`src/rtl/sirq_map.vh`:
```
`ifndef SIRQ_MAP_VH
`define SIRQ_MAP_VH
// ****************************************
// register word addresses (byte address = index * 4)
// ****************************************
`define SIRQ_IDX_MASK 8'hA0
`define SIRQ_IDX_FLAGS 8'hA1
`define SIRQ_IDX_SEC 8'h9E
`define SIRQ_IDX_ID0 8'h9F
`define SIRQ_IDX_ID1 8'h9D
`define SIRQ_IDX_PS0 8'hA2
`define SIRQ_ADR_HI 9
`define SIRQ_ADR_LO 2
// ****************************************
// field positions and widths
// ****************************************
`define SIRQ_NSRC 9
`define SIRQ_B_LEARN 8
`define SIRQ_B_SEC_HI 7
`define SIRQ_B_SEC_LO 2
`define SIRQ_B_OVF 1
`define SIRQ_B_STATE 0
`define SIRQ_SEC_W 13
`define SIRQ_ZERO16 16'h0000
`define SIRQ_ZERO32 32'h0000_0000
`define SIRQ_ZERO9 9'h000
`define SIRQ_ZERO13 13'h0000
`define SIRQ_ZERO4 4'h0
`define SIRQ_ZERO12 12'h000
`define SIRQ_ZERO8 8'h00
`define SIRQ_ZERO2 2'h0
`define SIRQ_ONE2 2'h1
`define SIRQ_PAD7 7'h00
`define SIRQ_PAD3 3'h0
`define SIRQ_ONES9 9'h1FF
// byte lanes of a 16-bit register word
`define SIRQ_LANE0_HI 7
`define SIRQ_LANE0_LO 0
`define SIRQ_LANE1_HI 15
`define SIRQ_LANE1_LO 8
`define SIRQ_LANE0 0
`define SIRQ_LANE1 1
// product code split
`define SIRQ_PC_LOW_HI 11
`define SIRQ_PC_LOW_LO 0
`define SIRQ_PC_HIGH_HI 15
`define SIRQ_PC_HIGH_LO 12
// synchronised port state: port 1 above port 0
`define SIRQ_PS_P1_HI 7
`define SIRQ_PS_P1_LO 4
`define SIRQ_PS_P0_HI 3
`define SIRQ_PS_P0_LO 0
// cycles until the third synchroniser stage holds a real pin value
`define SIRQ_FILL_CYC 2'h3
`endif

```
`src/rtl/sirq_top.v`:
```
// Added by the designer: the Wishbone register port.
`include "sirq_map.vh"

// ****************************************
// switch interrupt and port status block
// ****************************************
// one clock domain: the register port is classic wishbone with one ack
// per request; the port state pins are the only asynchronous inputs and
// pass a three stage synchroniser before anything looks at them
module sirq_top #(
  parameter [15:0] PRODUCT_CODE = 16'h1234, // arbitrary value
  parameter [3:0] VERSION_NUMBER = 4'h1 // arbitrary value
) (
  // clock and reset
  input wire SYS_CLK,
  input wire RST_B,
  // classic wishbone slave
  input wire WB_CYC_I,
  input wire WB_STB_I,
  input wire WB_WE_I,
  input wire [9:0] WB_ADR_I,
  input wire [3:0] WB_SEL_I,
  input wire [31:0] WB_DAT_I,
  output reg [31:0] WB_DAT_O,
  output reg WB_ACK_O,
  // event sources, same clock, one-cycle pulses
  input wire LEARN_DONE,
  input wire [5:0] SEC_VIOLATION,
  input wire CNT_OVERFLOW,
  // port 0 and 1 state from the phys, asynchronous levels
  input wire [3:0] PORT0_STATE,
  input wire [3:0] PORT1_STATE,
  // port 2 to 5 change notice, same clock, one-cycle pulse
  input wire OTHER_PORT_CHANGE,
  // interrupt
  output reg IRQ
);

  // ****************************************
  // helper functions
  // ****************************************

  // true when the word index of a request names the given register
  function sel_word;
    input [7:0] idx;
    input [7:0] want;
    begin
      sel_word = (idx == want);
    end
  endfunction

  // merge a 16-bit register word with the byte lanes that a write enables;
  // lanes left out keep the old bits, so a byte write never disturbs the rest
  function [15:0] lane_merge;
    input [15:0] old_val;
    input [15:0] new_val;
    input lane0;
    input lane1;
    begin
      lane_merge = old_val;
      if (lane0) begin
        lane_merge[`SIRQ_LANE0_HI:`SIRQ_LANE0_LO] =
          new_val[`SIRQ_LANE0_HI:`SIRQ_LANE0_LO];
      end
      if (lane1) begin
        lane_merge[`SIRQ_LANE1_HI:`SIRQ_LANE1_LO] =
          new_val[`SIRQ_LANE1_HI:`SIRQ_LANE1_LO];
      end
    end
  endfunction

  // ****************************************
  // port state synchronisers
  // ****************************************
  reg [7:0] sync1_q;
  reg [7:0] sync2_q;
  reg [7:0] sync3_q;
  reg [7:0] stable_q;
  reg [1:0] fill_q;
  reg state_init_q;
  wire [7:0] raw_state;
  wire fill_done;
  wire state_agree;
  wire state_change;

  // port 1 sits in the upper nibble, port 0 in the lower one
  assign raw_state = {PORT1_STATE, PORT0_STATE};

  // the chain is filled with pin values once three edges have passed
  assign fill_done = (fill_q == `SIRQ_FILL_CYC);

  // only the second and third stage are compared; the first may be metastable
  assign state_agree = (sync2_q == sync3_q);

  // the first settled value after reset is the start point, not a change
  assign state_change = state_init_q & state_agree & (sync3_q != stable_q);

  // three flop chain, fill counter and debounced stable copy
  always @(posedge SYS_CLK or negedge RST_B) begin
    if (!RST_B) begin
      sync1_q <= `SIRQ_ZERO8;
      sync2_q <= `SIRQ_ZERO8;
      sync3_q <= `SIRQ_ZERO8;
      stable_q <= `SIRQ_ZERO8;
      fill_q <= `SIRQ_ZERO2;
      state_init_q <= 1'b0;
    end else begin
      sync1_q <= raw_state;
      sync2_q <= sync1_q;
      sync3_q <= sync2_q;
      // the counter stops once full; it only gates the start point
      if (!fill_done) begin
        fill_q <= fill_q + `SIRQ_ONE2;
      end
      // a value is taken only when two stages agree, so a bouncing pin
      // does not reach software half way
      if (state_agree) begin
        stable_q <= sync3_q;
      end
      // the zeros left in the chain by reset must not count as a change
      if (fill_done & state_agree) begin
        state_init_q <= 1'b1;
      end
    end
  end

  // ****************************************
  // register bus decode
  // ****************************************
  reg [`SIRQ_NSRC-1:0] mask_q;
  reg [`SIRQ_NSRC-1:0] flags_q;
  reg [`SIRQ_SEC_W-1:0] sec_q;
  reg [`SIRQ_NSRC-1:0] mask_d;
  reg [`SIRQ_SEC_W-1:0] sec_d;
  reg [15:0] mask_word_d;
  reg [15:0] sec_word_d;
  reg [15:0] rdata_d;
  wire [7:0] word_idx;
  wire bus_req;
  wire bus_wr;
  wire bus_rd;
  wire wr_lo;
  wire wr_hi;
  wire wr_mask;
  wire wr_sec;
  wire wr_flags;
  wire rd_flags;

  // byte address in, word index used everywhere
  assign word_idx = WB_ADR_I[`SIRQ_ADR_HI:`SIRQ_ADR_LO];

  // a request is answered once; ack drops for a cycle between requests
  assign bus_req = WB_CYC_I & WB_STB_I & ~WB_ACK_O;
  assign bus_wr = bus_req & WB_WE_I;
  assign bus_rd = bus_req & ~WB_WE_I;

  // only the two low byte lanes carry register bits
  assign wr_lo = bus_wr & WB_SEL_I[`SIRQ_LANE0];
  assign wr_hi = bus_wr & WB_SEL_I[`SIRQ_LANE1];

  // per register strobes
  assign wr_mask = bus_wr & sel_word(word_idx, `SIRQ_IDX_MASK);
  assign wr_sec = bus_wr & sel_word(word_idx, `SIRQ_IDX_SEC);
  assign wr_flags = bus_wr & sel_word(word_idx, `SIRQ_IDX_FLAGS);
  assign rd_flags = bus_rd & sel_word(word_idx, `SIRQ_IDX_FLAGS);

  // read data mux, unmapped words read zero
  always @* begin
    case (word_idx)
      `SIRQ_IDX_MASK: begin
        rdata_d = {`SIRQ_PAD7, mask_q};
      end
      `SIRQ_IDX_FLAGS: begin
        rdata_d = {`SIRQ_PAD7, flags_q};
      end
      `SIRQ_IDX_SEC: begin
        rdata_d = {`SIRQ_PAD3, sec_q};
      end
      `SIRQ_IDX_ID0: begin
        rdata_d = {PRODUCT_CODE[`SIRQ_PC_LOW_HI:`SIRQ_PC_LOW_LO], VERSION_NUMBER};
      end
      `SIRQ_IDX_ID1: begin
        rdata_d = {`SIRQ_ZERO12, PRODUCT_CODE[`SIRQ_PC_HIGH_HI:`SIRQ_PC_HIGH_LO]};
      end
      `SIRQ_IDX_PS0: begin
        rdata_d = {`SIRQ_ZERO4, stable_q[`SIRQ_PS_P1_HI:`SIRQ_PS_P1_LO],
          `SIRQ_ZERO4, stable_q[`SIRQ_PS_P0_HI:`SIRQ_PS_P0_LO]};
      end
      default: begin
        rdata_d = `SIRQ_ZERO16;
      end
    endcase
  end

  // ****************************************
  // writable registers
  // ****************************************

  // next mask and security words; the padding bits above the register
  // are thrown away, so writes to them are quietly ignored
  always @* begin
    mask_word_d = lane_merge({`SIRQ_PAD7, mask_q},
      WB_DAT_I[`SIRQ_LANE1_HI:`SIRQ_LANE0_LO], wr_lo, wr_hi);
    sec_word_d = lane_merge({`SIRQ_PAD3, sec_q},
      WB_DAT_I[`SIRQ_LANE1_HI:`SIRQ_LANE0_LO], wr_lo, wr_hi);
    mask_d = mask_q;
    sec_d = sec_q;
    if (wr_mask) begin
      mask_d = mask_word_d[`SIRQ_NSRC-1:`SIRQ_LANE0_LO];
    end
    if (wr_sec) begin
      sec_d = sec_word_d[`SIRQ_SEC_W-1:`SIRQ_LANE0_LO];
    end
  end

  // the security word only stores; nothing in this block acts on it
  always @(posedge SYS_CLK or negedge RST_B) begin
    if (!RST_B) begin
      mask_q <= `SIRQ_ZERO9;
      sec_q <= `SIRQ_ZERO13;
    end else begin
      mask_q <= mask_d;
      sec_q <= sec_d;
    end
  end

  // ****************************************
  // bus answer
  // ****************************************

  // one ack per request, a cycle after the request is seen, read data registered with it;
  // the data bus reads zero outside the ack cycle so a sloppy master
  // that samples late sees nothing stale
  always @(posedge SYS_CLK or negedge RST_B) begin
    if (!RST_B) begin
      WB_ACK_O <= 1'b0;
      WB_DAT_O <= `SIRQ_ZERO32;
    end else begin
      WB_ACK_O <= bus_req;
      if (bus_rd) begin
        WB_DAT_O <= {`SIRQ_ZERO16, rdata_d};
      end else begin
        WB_DAT_O <= `SIRQ_ZERO32;
      end
    end
  end

  // ****************************************
  // interrupt flags
  // ****************************************
  reg [`SIRQ_NSRC-1:0] event_d;
  reg [`SIRQ_NSRC-1:0] clear_d;
  reg [`SIRQ_NSRC-1:0] flags_d;
  reg [15:0] w1c_word_d;

  // gather the event pulses into flag positions
  always @* begin
    event_d = `SIRQ_ZERO9;
    event_d[`SIRQ_B_LEARN] = LEARN_DONE;
    event_d[`SIRQ_B_SEC_HI:`SIRQ_B_SEC_LO] = SEC_VIOLATION;
    event_d[`SIRQ_B_OVF] = CNT_OVERFLOW;
    event_d[`SIRQ_B_STATE] = state_change | OTHER_PORT_CHANGE;
  end

  // a read clears the whole register; a write clears the bits written one,
  // so software that must not lose events can also clear selectively
  always @* begin
    w1c_word_d = lane_merge(`SIRQ_ZERO16,
      WB_DAT_I[`SIRQ_LANE1_HI:`SIRQ_LANE0_LO], wr_lo, wr_hi);
    clear_d = `SIRQ_ZERO9;
    if (rd_flags) begin
      clear_d = `SIRQ_ONES9;
    end else if (wr_flags) begin
      clear_d = w1c_word_d[`SIRQ_NSRC-1:`SIRQ_LANE0_LO];
    end
    // set beats the clear: an event in the clearing cycle stays pending
    flags_d = (flags_q & ~clear_d) | event_d;
  end

  // the interrupt follows the next flags and next mask, so it never lags
  // a mask write or a clear by a cycle
  always @(posedge SYS_CLK or negedge RST_B) begin
    if (!RST_B) begin
      flags_q <= `SIRQ_ZERO9;
      IRQ <= 1'b0;
    end else begin
      flags_q <= flags_d;
      IRQ <= |(flags_d & mask_d);
    end
  end

endmodule // sirq_top

```
`config.mk`:
```
export PLATFORM = sky130hd
export DESIGN_NAME = sirq_top
export DESIGN_NICKNAME = d
export VERILOG_FILES = /design/src/rtl/sirq_top.v
export VERILOG_INCLUDE_DIRS = /design/src /design/src/rtl
export SDC_FILE = /design/constraint.sdc
export NUM_CORES = 1
export LEC_CHECK = 0
export BUFFER_PORTS_ARGS = -buffer_cell sky130_fd_sc_hd__buf_2
export CAP_MARGIN = 20
export CORE_ASPECT_RATIO = 1.5
export CORE_MARGIN = 2
export CORE_UTILIZATION = 50
export CTS_CLUSTER_SIZE = 14
export DETAILED_ROUTE_END_ITERATION = 8
export HOLD_SLACK_MARGIN = 0.1
export PLACE_DENSITY = 0.77
export SLEW_MARGIN = 20
export SYNTH_ARGS = -nofsm -noshare
export SYNTH_HDL_FRONTEND = slang
export SYNTH_SLANG_ARGS = --single-unit
export TNS_END_PERCENT = 20
```
`constraint.sdc`:
```
create_clock -name SYS_CLK -period 2.75 [get_ports SYS_CLK]
set_input_delay 0 -clock SYS_CLK [delete_from_list [all_inputs] [get_ports SYS_CLK]]
set_output_delay 0 -clock SYS_CLK [all_outputs]
set_load 0.01 [all_outputs]
```
==> impl_results.md, run 1 <==
* Run status: finished clean
* Worst Tran Pin Value at 0.729 ns
* Core ar. at 6850 sq um
* Synthesized cell area at 3520 sq um
* Layout area overhead at 26.9%
* Total grt overflow at 0
* Synthesized area per cell at 12.6 sq um
* H-tree Lvls at 3
* Clock buffer depth at 2
* I/O Buffers at 60
* FF+latch count, synth at 82
* Req. time, crit path at 2.97 ns
* EDFF count, synth at 0
* Post-synthesis sequential area ratio at 0.583
* CTS tree: yes
* Hold Fails Final Rpt at 0
* Mux cell area share after synthesis at 0.0988
* Vias in the first global route at 2,623
* WP data arrival at 2.83 ns
* Via-to-Cell Ratio at 5.44
* Std cell rows at 37
* Post-DP HPWL at 4.86 mm
* Slowest CP cell: dlygate4sd3_1
* Synth Area in Compound Gates at 0.106
* Max-slew violations at 0
* Critical-path cell list: nand3b_4 > dlygate4sd3_1 > inv_1 > nand4_4 > mux2i_2 > a211oi_1 > a2111oi_2 > nand4b_1
* Setup crit end kind: register
* Fin area at 4470 sq um
* Detail Route Antenna Nets at 0
* # DRC at 0
* Initial antenna violation count at 0
* Peak VDD IR at 0.000362 V
* Placed Cells incl. Taps at 415
* Total number of vias at 2,555
* Fillers at 525
* Routed WL at 7.65 mm
* Clock sinks at 82
* CP Max Fanout at 8
* First-pass GRT wire length at 12.3 mm
* Most common cell after layout, fill and taps aside: dfrtp_1
* Largest net degree at the start of global routing at 83
* Final period demand of the worst path at 2.61 ns
* Max Cap Viol at 0
* Share of cells above drive strength 1 at 0.298
* DR pass1 iterations at 4
* Die area at 7740 sq um
* Post-Syn Instances at 279
* FMAX at 382 MHz
* Setup Skew at 0.00902 ns
* Chip Width at 72.5 um
* Simple-Gate Fraction of Synth Area at 0.114
* Crit start category: register
* Synth cell types at 42
* Setup violators final at 0
* Synth Area in Adders at 0.00355
* Clk Latency, worst-skew pair at 0.34 ns
* Slew margin rel. at 0.514
* Placer Congestion at 0.858
* Pwr/cell area at 535 nW/um^2
* Final nets at 457
* Static leakage power at 2.14 nW
* Asr flop ratio synth at 1.00
* All-Layer GR Usage at 0.211
* CP bufs+invs at 2
* Final Instance Count excl. Fillers at 470
* Synth warnings at 0
* IO Count at 102
* Initial drt markers at 202
* Commonest cells after routing, fill and taps aside: 82 x dfrtp_1, 59 x buf_2, 40 x dlygate4sd3_1, 26 x mux2_2
* Main combinational cell family by area after synthesis: simple AND/OR/NAND/NOR gates
* Hold WC Path Type: in -> reg
* TritonCTS Buffers at 9
* Unrepaired setup endpoints after global routing: no
* Family with the most delay on the worst path: buffers and inverters
* Clk pin slew, worst setup/hold paths at 0.08 ns
* Initial core utilization at 0.514
* Setup TNS at 0 ns
* Period utilization at 0.951
* CP peak stage delay at 0.61 ns
* Inserted Diodes at 0
* Most used DFF post-synth: dfrtp_1
* DP Area at 3860 sq um
* Routed wire per std cell at 16.3 um
* Die height at 107 um
* Synth Area in XOR/XNOR at 0.0423
* Clk root buf: clkbuf_8
* WS Path Type: reg -> reg
-- timing repair --
| action | CTS | global route |
|---|---|---|
| hold endpoints to repair | 125 | 0 |
| setup buffers | 0 | 0 |
| gates resized for setup | 0 | 1 |
| hold buffers | 40 | 0 |
| setup endpoints to repair | 0 | 1 |
-- Yosys cell counts, types with 2 or more instances --
| library cell | number | area share |
|---|---|---|
| nand2b_1 | 2 | 0.0036 |
| and2_1 | 3 | 0.0053 |
| mux2_2 | 26 | 0.083 |
| xnor2_1 | 17 | 0.042 |
| nand3_1 | 2 | 0.0028 |
| a31oi_1 | 5 | 0.0089 |
| a211oi_1 | 7 | 0.015 |
| inv_1 | 6 | 0.0064 |
| nor4b_4 | 2 | 0.014 |
| dfrtp_1 | 82 | 0.58 |
| a21oi_1 | 16 | 0.023 |
| nor2b_1 | 3 | 0.0053 |
| o21ai_0 | 2 | 0.0028 |
| clkbuf_1 | 3 | 0.0032 |
| nor2_1 | 15 | 0.016 |
| mux2i_1 | 4 | 0.011 |
| a22oi_1 | 16 | 0.034 |
| nand2_1 | 18 | 0.019 |
| buf_4 | 19 | 0.041 |
| nand4_1 | 9 | 0.016 |
-- sequential cells by signal, indices dropped and copies added, names as in the netlist --
name / cells
IRQ: 1
WB_ACK_O: 1
WB_DAT_O: 14
fill_q: 2
flags_q: 9
mask_q: 9
sec_q: 13
stable_q: 8
state_init_q: 1
sync1_q: 8
sync2_q: 8
sync3_q: 8
-- metrics by stage --
step / setup WS [ns] / hold WS (ns) / total power, mW / util
2_1_floorplan: 0.920 / -0.296 / 1.41 / -
5_1_grt: 0.00915 / 0.136 / 2.49 / 0.652
3_5_place_dp: 0.731 / 0.109 / 1.48 / 0.563
6_report: 0.135 / 0.113 / 2.39 / 0.652
4_1_cts: 0.143 / 0.108 / 2.41 / 0.651
3_3_place_gp: 0.765 / 0.108 / 1.48 / 0.563
-- per-layer routing --
metal,track usage,vias to the layer above,part of all wire
met5,0,-,0
li1,-,1182,-
met2,0.377,84,0.55
met3,0.0461,19,0.046
met4,0.104,0,0.025
met1,0.230,1270,0.38
-- layout make-up --
cell class              count  area, sq um  share of cell area
well taps                  78         97.6              0.0218
repair buffers            104          737               0.165
inverters                   6         22.5             0.00504
multi-input cells         185         1360               0.303
clock buffers              13          169              0.0378
flip-flops and latches     82         2050               0.459
clock inverters             2         35.0             0.00784
-- logic make-up (layout without fill, tap and decap cells) --
family | count (synthesis) | count (layout)
AO/OA/AOI/OAI | 54 | 54
XOR/XNOR | 17 | 17
adder cells (fa/ha/maj) | 1 | 1
buffers and inverters | 29 | 125
flip-flops | 82 | 82
multiplexers | 31 | 31
other | 1 | 18
AND/OR/NAND/NOR | 64 | 64
-- path summary, 6_finish.rpt --
path,start,endpoint,slack [ns],depth (start not counted)
setup / recovery,WB_ACK_O$_DFF_PN0_,IRQ$_DFF_PN0_,0.14,8
hold / removal,WB_ADR_I[2],WB_DAT_O[0]$_DFF_PN0_,0.11,3
setup reg to reg,WB_ACK_O$_DFF_PN0_,IRQ$_DFF_PN0_,0.14,8
hold reg to reg,sync1_q[3]$_DFF_PN0_,sync2_q[3]$_DFF_PN0_,0.35,0
max in group asynchronous,RST_B,sec_q[10]$_DFFE_PN0P_,1.99,2
min in group asynchronous,RST_B,WB_DAT_O[7]$_DFF_PN0_,0.27,2
-- tightest hold or removal path: stages --
cell	delay, ns
buf_2	0.16
a22oi_1	0.16
a31oi_1	0.10
-- power by group --
group | switching (mW) | internal [mW]
Combinational | 0.110 | 0.113
Clock | 0.396 | 0.488
Sequential | 0.0337 | 1.25
Power figures use the tool's default switching activity.
==> inputs of run 2 (changes only) <==
Settings changed: CTS_CLUSTER_DIAMETER from default to 200, PLACE_DENSITY 0.77 to 0.82.
==> run 2 against run 1 <==
Effect of this change:
- via count rose by 1.5%
- clock power rose by 4.3%
- register-to-register slack got worse by 0.04 ns
- design area rose by 0.50%
- final cell count rose by 0.21%
- maximum frequency fell by 1.3%
- critical path type unchanged
==> impl_results.md, run 2 (synthesis gave the netlist of run 1 again) <==
* # DRC at 0 (unchanged)
* Commonest cells after routing, fill and taps aside: 82 x dfrtp_1, 59 x buf_2, 42 x dlygate4sd3_1, 26 x mux2_2 (was 82 x dfrtp_1, 59 x buf_2, 40 x dlygate4sd3_1, 26 x mux2_2)
* Max Cap Viol at 0 (unchanged)
* Gate power share at 0.092 (was 0.093)
* TritonCTS Buffers at 9 (unchanged)
* Static leakage power at 2.15 nW (was 2.14 nW)
* Setup crit end kind: register (unchanged)
* Clock sinks at 82 (unchanged)
* Final Total Pwr at 2.43 mW (was 2.39 mW)
* Unrepaired setup endpoints after global routing: no (unchanged)
* FMAX at 377 MHz (was 382 MHz)
* Max-slew violations at 0 (unchanged)
* Peak VDD IR at 0.000353 V (was 0.000362 V)
* CP Max Fanout at 8 (unchanged)
* Worst Tran Pin Value at 0.764 ns (was 0.729 ns)
* Total grt overflow at 0 (unchanged)
* CTS tree: yes (unchanged)
* Most common cell after layout, fill and taps aside: dfrtp_1 (unchanged)
* Layout area overhead at 27.5% (was 26.9%)
* Top reg by flops: WB_DAT_O (unchanged)
* Hold WC Path Type: in -> reg (unchanged)
* Initial drt markers at 202 (unchanged)
* Via-to-Cell Ratio at 5.51 (was 5.44)
* Setup violators final at 0 (unchanged)
* Slew margin rel. at 0.488 (was 0.514)
* Placer Congestion at 0.835 (was 0.858)
* Run status: finished clean (unchanged)
* Flip-flop count of the largest register after layout at 14 (unchanged)
* Regs by FF count: WB_DAT_O (14), sec_q (13) (unchanged)
* Die area at 7740 sq um (unchanged)
* Routed WL at 7.79 mm (was 7.65 mm)
* Std cell rows at 37 (unchanged)
* Routed wire per std cell at 16.5 um (was 16.3 um)
* Die height at 107 um (unchanged)
* Critical-path cell list: nand3b_4 > dlygate4sd3_1 > inv_1 > nand4_4 > mux2i_2 > a211oi_1 > a2111oi_2 > nand4b_1 (unchanged)
* Total number of vias at 2,593 (was 2,555)
* Family with the most delay on the worst path: buffers and inverters (unchanged)
* Share of cells above drive strength 1 at 0.295 (was 0.298)
* Initial core utilization at 0.514 (unchanged)
* Core ar. at 6850 sq um (unchanged)
* DP Area at 3850 sq um (was 3860 sq um)
* Clock buffer depth at 2 (unchanged)
* WP data arrival at 2.88 ns (was 2.83 ns)
* I/O Buffers at 60 (unchanged)
* Fin area at 4490 sq um (was 4470 sq um)
* Pwr/cell area at 541 nW/um^2 (was 535 nW/um^2)
* Placed Cells incl. Taps at 414 (was 415)
* Pint at 1.89 mW (was 1.85 mW)
* CP bufs+invs at 2 (unchanged)
* Clk pin slew, worst setup/hold paths at 0.08 ns (about the same)
* Final Instance Count excl. Fillers at 471 (was 470)
* Detail Route Antenna Nets at 0 (unchanged)
* Period utilization at 0.964 (was 0.951)
* Req. time, crit path at 2.98 ns (was 2.97 ns)
* Hold Fails Final Rpt at 0 (unchanged)
* Final nets at 459 (was 457)
* DR pass1 iterations at 4 (unchanged)
* Sequential share of power at 0.529 (was 0.537)
* Final period demand of the worst path at 2.65 ns (was 2.61 ns)
* Chip Width at 72.5 um (unchanged)
* Setup TNS at 0 ns (unchanged)
* Hold slack at 0.148 ns (was 0.113 ns)
* Vias in the first global route at 2,698 (was 2,623)
* WS Path Type: reg -> reg (unchanged)
* Post-DP HPWL at 5.16 mm (was 4.86 mm)
* Inserted Diodes at 0 (unchanged)
* Setup Skew at 0.00716 ns (was 0.00902 ns)
* Clk Latency, worst-skew pair at 0.35 ns (was 0.34 ns)
* All-Layer GR Usage at 0.214 (was 0.211)
* Clock power share at 0.380 (was 0.370)
* Sw frac at 0.223 (was 0.226)
* Largest net degree at the start of global routing at 83 (unchanged)
* Slowest CP cell: dlygate4sd3_1 (unchanged)
* H-tree Lvls at 3 (unchanged)
* Crit start category: register (unchanged)
* Net switching power at 0.542 mW (was 0.539 mW)
* CP peak stage delay at 0.62 ns (was 0.61 ns)
* Initial antenna violation count at 0 (unchanged)
* First-pass GRT wire length at 12.4 mm (was 12.3 mm)
* IO Count at 102 (unchanged)
* Clk root buf: clkbuf_8 (unchanged)
## run 2: area by class of cell
| cell class | instances | area (sq um) |
|---|---|---|
| Clock buffer | 11 | 141 |
| Clock inverter | 3 | 65.1 |
| Fill cell | 497 | 2360 |
| Inverter | 6 | 22.5 |
| Multi-Input combinational cell | 185 | 1360 |
| Sequential cell | 82 | 2050 |
| Tap cell | 78 | 97.6 |
| Timing Repair Buffer | 106 | 757 |
## run 2: path summary, 6_finish.rpt
path,endpoint,from,slack (ns),depth (start not counted)
hold / removal,flags_q[1]$_DFF_PN0_,WB_STB_I,0.15,4
setup / recovery,IRQ$_DFF_PN0_,WB_ACK_O$_DFF_PN0_,0.1,8
min in group asynchronous,WB_DAT_O[2]$_DFF_PN0_,RST_B,0.24,2
max in group asynchronous,sync3_q[6]$_DFF_PN0_,RST_B,2.00,2
setup reg to reg,IRQ$_DFF_PN0_,WB_ACK_O$_DFF_PN0_,0.1,8
hold reg to reg,sync2_q[7]$_DFF_PN0_,sync1_q[7]$_DFF_PN0_,0.35,0
## run 2: routing by layer
| metal | vias up | global-route usage | share of wire |
|---|---|---|---|
| met5 | - | 0 | 0 |
| met4 | 0 | 0.122 | 0.037 |
| met3 | 29 | 0.0573 | 0.057 |
| met2 | 108 | 0.377 | 0.53 |
| met1 | 1275 | 0.224 | 0.38 |
| li1 | 1181 | - | - |
## run 2: stage by stage
step                      worst slack, ns   util
after global placement              0.788  0.562
after global routing              0.00550  0.655
after floorplan                     0.920      -
after CTS                           0.107  0.653
after detailed placement            0.700  0.562
final                              0.0999  0.655
## run 2: tightest hold or removal path: stages
cell and delay (ns):
buf_2 0.11, nand3b_4 0.13, a211oi_1 0.08, a21oi_1 0.13
## run 2: power by group through the flow
stage               Sequential (mW)  Combinational (mW)  Clock [mW]
finish                         1.28               0.223       0.922
global route                   1.29               0.246       0.986
CTS                            1.28               0.223       0.944
detailed placement             1.31               0.179           0
global placement               1.30               0.172           0
floorplan                      1.30               0.112           0
## run 2: repair_timing
item | in CTS | in global routing
buffers inserted | 0 | 1
gates resized for setup | 0 | 1
setup endpoints to repair | 0 | 1
hold endpoints to repair | 126 | 0
hold buffers | 42 | 0
==> inputs of run 3 (changes only) <==
Settings changed: BUFFER_PORTS_ARGS -buffer_cell sky130_fd_sc_hd__buf_2 to -buffer_cell sky130_fd_sc_hd__buf_4.
==> run 3 against run 2 <==
Effect of this change:
- first-iteration DRC count increased by 14%
- core utilization increased by 2.4 points
- clock power is 2.8% higher
- non-clock buffer count increased by 1
- sequential power is essentially flat
- critical path type is now in -> reg
==> impl_results.md, run 3 (synthesis gave the netlist of run 1 again) <==
* Run status: finished clean (unchanged)
* DR pass1 iterations at 4 (unchanged)
* Largest net degree at the start of global routing at 83 (unchanged)
* Register area at 2050 sq um (unchanged)
* Worst Min Path Start: WB_CYC_I (was WB_STB_I)
* Layout area overhead at 32.2% (was 27.5%)
* Max-slew violations at 0 (unchanged)
* Hold Buf Count CTS at 42 (unchanged)
* Setup crit end kind: register (unchanged)
* Final nets at 460 (was 459)
* Static leakage power at 2.20 nW (was 2.15 nW)
* Routed wire per std cell at 16.8 um (was 16.5 um)
* RR Startpoint: WB_ACK_O$_DFF_PN0_ (unchanged)
* Clk pin slew, worst setup/hold paths at 0.09 ns (was 0.08 ns)
* Clk root buf: clkbuf_8 (unchanged)
* Most common cell after layout, fill and taps aside: dfrtp_1 (unchanged)
* Worst hold path depth at 3 (was 4)
* Pint at 1.91 mW (was 1.89 mW)
* Period utilization at 0.895 (was 0.964)
* Placer Congestion at 0.852 (was 0.835)
* Final Instance Count excl. Fillers at 474 (was 471)
* Std cell rows at 37 (unchanged)
* M2 GR Usage at 0.402 (was 0.377)
* First-pass GRT wire length at 13.2 mm (was 12.4 mm)
* Setup Skew at 0.0129 ns (was 0.00716 ns)
* CP Max Fanout at 3 (was 8)
* WS Path Type: in -> reg (was reg -> reg)
* I/O Buffers at 60 (unchanged)
* Peak VDD IR at 0.000467 V (was 0.000353 V)
* Fillers at 485 (was 497)
* TritonCTS Buffers at 9 (unchanged)
* Post-DP HPWL at 5.11 mm (was 5.16 mm)
* Clock power share at 0.384 (was 0.380)
* Final period demand of the worst path at 2.46 ns (was 2.65 ns)
* WP data arrival at 2.68 ns (was 2.88 ns)
* Setup violators final at 0 (unchanged)
* Hold WC Path Type: in -> reg (unchanged)
* Final Total Pwr at 2.47 mW (was 2.43 mW)
* Die area at 7740 sq um (unchanged)
* R2R depth at 7 (was 8)
* WHS Endpoint: WB_ACK_O$_DFF_PN0_ (was flags_q[1]$_DFF_PN0_)
* Commonest cells after routing, fill and taps aside: 82 x dfrtp_1, 64 x buf_4, 42 x dlygate4sd3_1, 26 x mux2_2 (was 82 x dfrtp_1, 59 x buf_2, 42 x dlygate4sd3_1, 26 x mux2_2)
* Net switching power at 0.560 mW (was 0.542 mW)
* Regs by FF count: WB_DAT_O (14), sec_q (13) (unchanged)
* Core ar. at 6850 sq um (unchanged)
* # DRC at 0 (unchanged)
* Placed Cells incl. Taps at 416 (was 414)
* Initial drt markers at 230 (was 202)
* Crit start category: primary input (was register)
* Via-to-Cell Ratio at 5.49 (was 5.51)
* GRT busiest layer: met2 (unchanged)
* Total number of vias at 2,601 (was 2,593)
* Routing usage on met1 at 0.242 (was 0.224)
* CTS tree: yes (unchanged)
* Initial antenna violation count at 0 (unchanged)
* Sw frac at 0.227 (was 0.223)
* Gate power share at 0.098 (was 0.092)
* Detail Route Antenna Nets at 0 (unchanged)
* Chip Width at 72.5 um (unchanged)
* Vias in the first global route at 2,837 (was 2,698)
* Setup TNS at 0 ns (unchanged)
* Cts repair resizes at 0 (unchanged)
* Routed WL at 7.98 mm (was 7.79 mm)
* H-tree Lvls at 3 (unchanged)
* Pwr/cell area at 531 nW/um^2 (was 541 nW/um^2)
* Clock buffer depth at 2 (unchanged)
* Slew margin rel. at 0.514 (was 0.488)
* Worst Tran Pin Value at 0.729 ns (was 0.764 ns)
* Sequential share of power at 0.519 (was 0.529)
* FF-to-FF End: IRQ$_DFF_PN0_ (unchanged)
* Internal reg-to-reg setup slack at 0.67 ns (was 0.1 ns)
* Multi-input gate area at 1350 sq um (was 1360 sq um)
* Clock sinks at 82 (unchanged)
* Hold Fails Final Rpt at 0 (unchanged)
* Crit. Startpoint: WB_ADR_I[6] (was WB_ACK_O$_DFF_PN0_)
* All-Layer GR Usage at 0.223 (was 0.214)
* Top reg by flops: WB_DAT_O (unchanged)
* Post-place setup slack at 0.713 ns (was 0.700 ns)
* Clk Latency, worst-skew pair at 0.35 ns (about the same)
* Max Cap Viol at 0 (unchanged)
* Req. time, crit path at 2.97 ns (was 2.98 ns)
* Initial core utilization at 0.514 (unchanged)
* Worst Setup Slack, final at 0.289 ns (was 0.0999 ns)
* Total grt overflow at 0 (unchanged)
* Die height at 107 um (unchanged)
* Share of cells above drive strength 1 at 0.298 (was 0.295)
* Unrepaired setup endpoints after global routing: no (unchanged)
* Flip-flop count of the largest register after layout at 14 (unchanged)
* IO Count at 102 (unchanged)
* Met3 GRT Util at 0.0479 (was 0.0573)
* Post-CTS setup buffer count at 0 (unchanged)
* Inserted Diodes at 0 (unchanged)
* FMAX at 406 MHz (was 377 MHz)
==> run 3: changes by cell type in the layout (fill, tap and decap cells not counted), sizes merged <==
cell	change
clkinv	+1
clkinvlp	+1
buf	+1
==> run 3: routing by layer <==
layer  vias to the layer above  share of wire  wire, um
met3                        23          0.054       429
met1                      1293           0.37      2970
met2                       105           0.54      4320
li1                       1180              -         -
met4                         0          0.034       268
met5                         -              0         0
==> run 3: through the flow <==
stage | utilization | area (sq um) | hold slack (ns)
after detailed placement | 0.585 | 4010 | 0.110
final | 0.679 | 4650 | 0.117
after floorplan | - | 3580 | -0.296
after global placement | 0.585 | 4010 | 0.109
after global routing | 0.679 | 4650 | 0.138
after CTS | 0.679 | 4650 | 0.108
==> run 3: area by class of cell <==
type                    count  area share
repair buffers            107       0.196
inverters                   6     0.00484
well taps                  78      0.0210
flip-flops and latches     82       0.441
multi-input cells         185       0.290
clock inverters             5      0.0167
clock buffers              11      0.0304
==> run 3: power groups by stage <==
stage	logic [mW]	registers, mW	clock network, mW
global placement	0.190	1.30	0
detailed placement	0.196	1.31	0
global route	0.263	1.29	1.01
CTS	0.240	1.28	0.970
floorplan	0.112	1.30	0
finish	0.241	1.28	0.948
==> run 3: critical path: stages <==
cell and delay [ns]:
dlygate4sd3_1 0.54, buf_4 0.15, nor4b_4 0.37, dlygate4sd3_1 0.69, nand4_1 0.13, mux2i_1 0.25, a211oi_1 0.13, a2111oi_2 0.27
nand4b_1 0.15
==> run 3: how the worst max path moves through the flow <==
| stage | slack [ns] | to |
|---|---|---|
| 2_1_floorplan | 0.92 | IRQ$_DFF_PN0_ |
| 3_3_place_gp | 0.78 | IRQ$_DFF_PN0_ |
| 3_5_place_dp | 0.71 | IRQ$_DFF_PN0_ |
| 4_1_cts | 0.34 | IRQ$_DFF_PN0_ |
| 5_1_grt | 0.18 | IRQ$_DFF_PN0_ |
| 6_report | 0.29 | IRQ$_DFF_PN0_ |
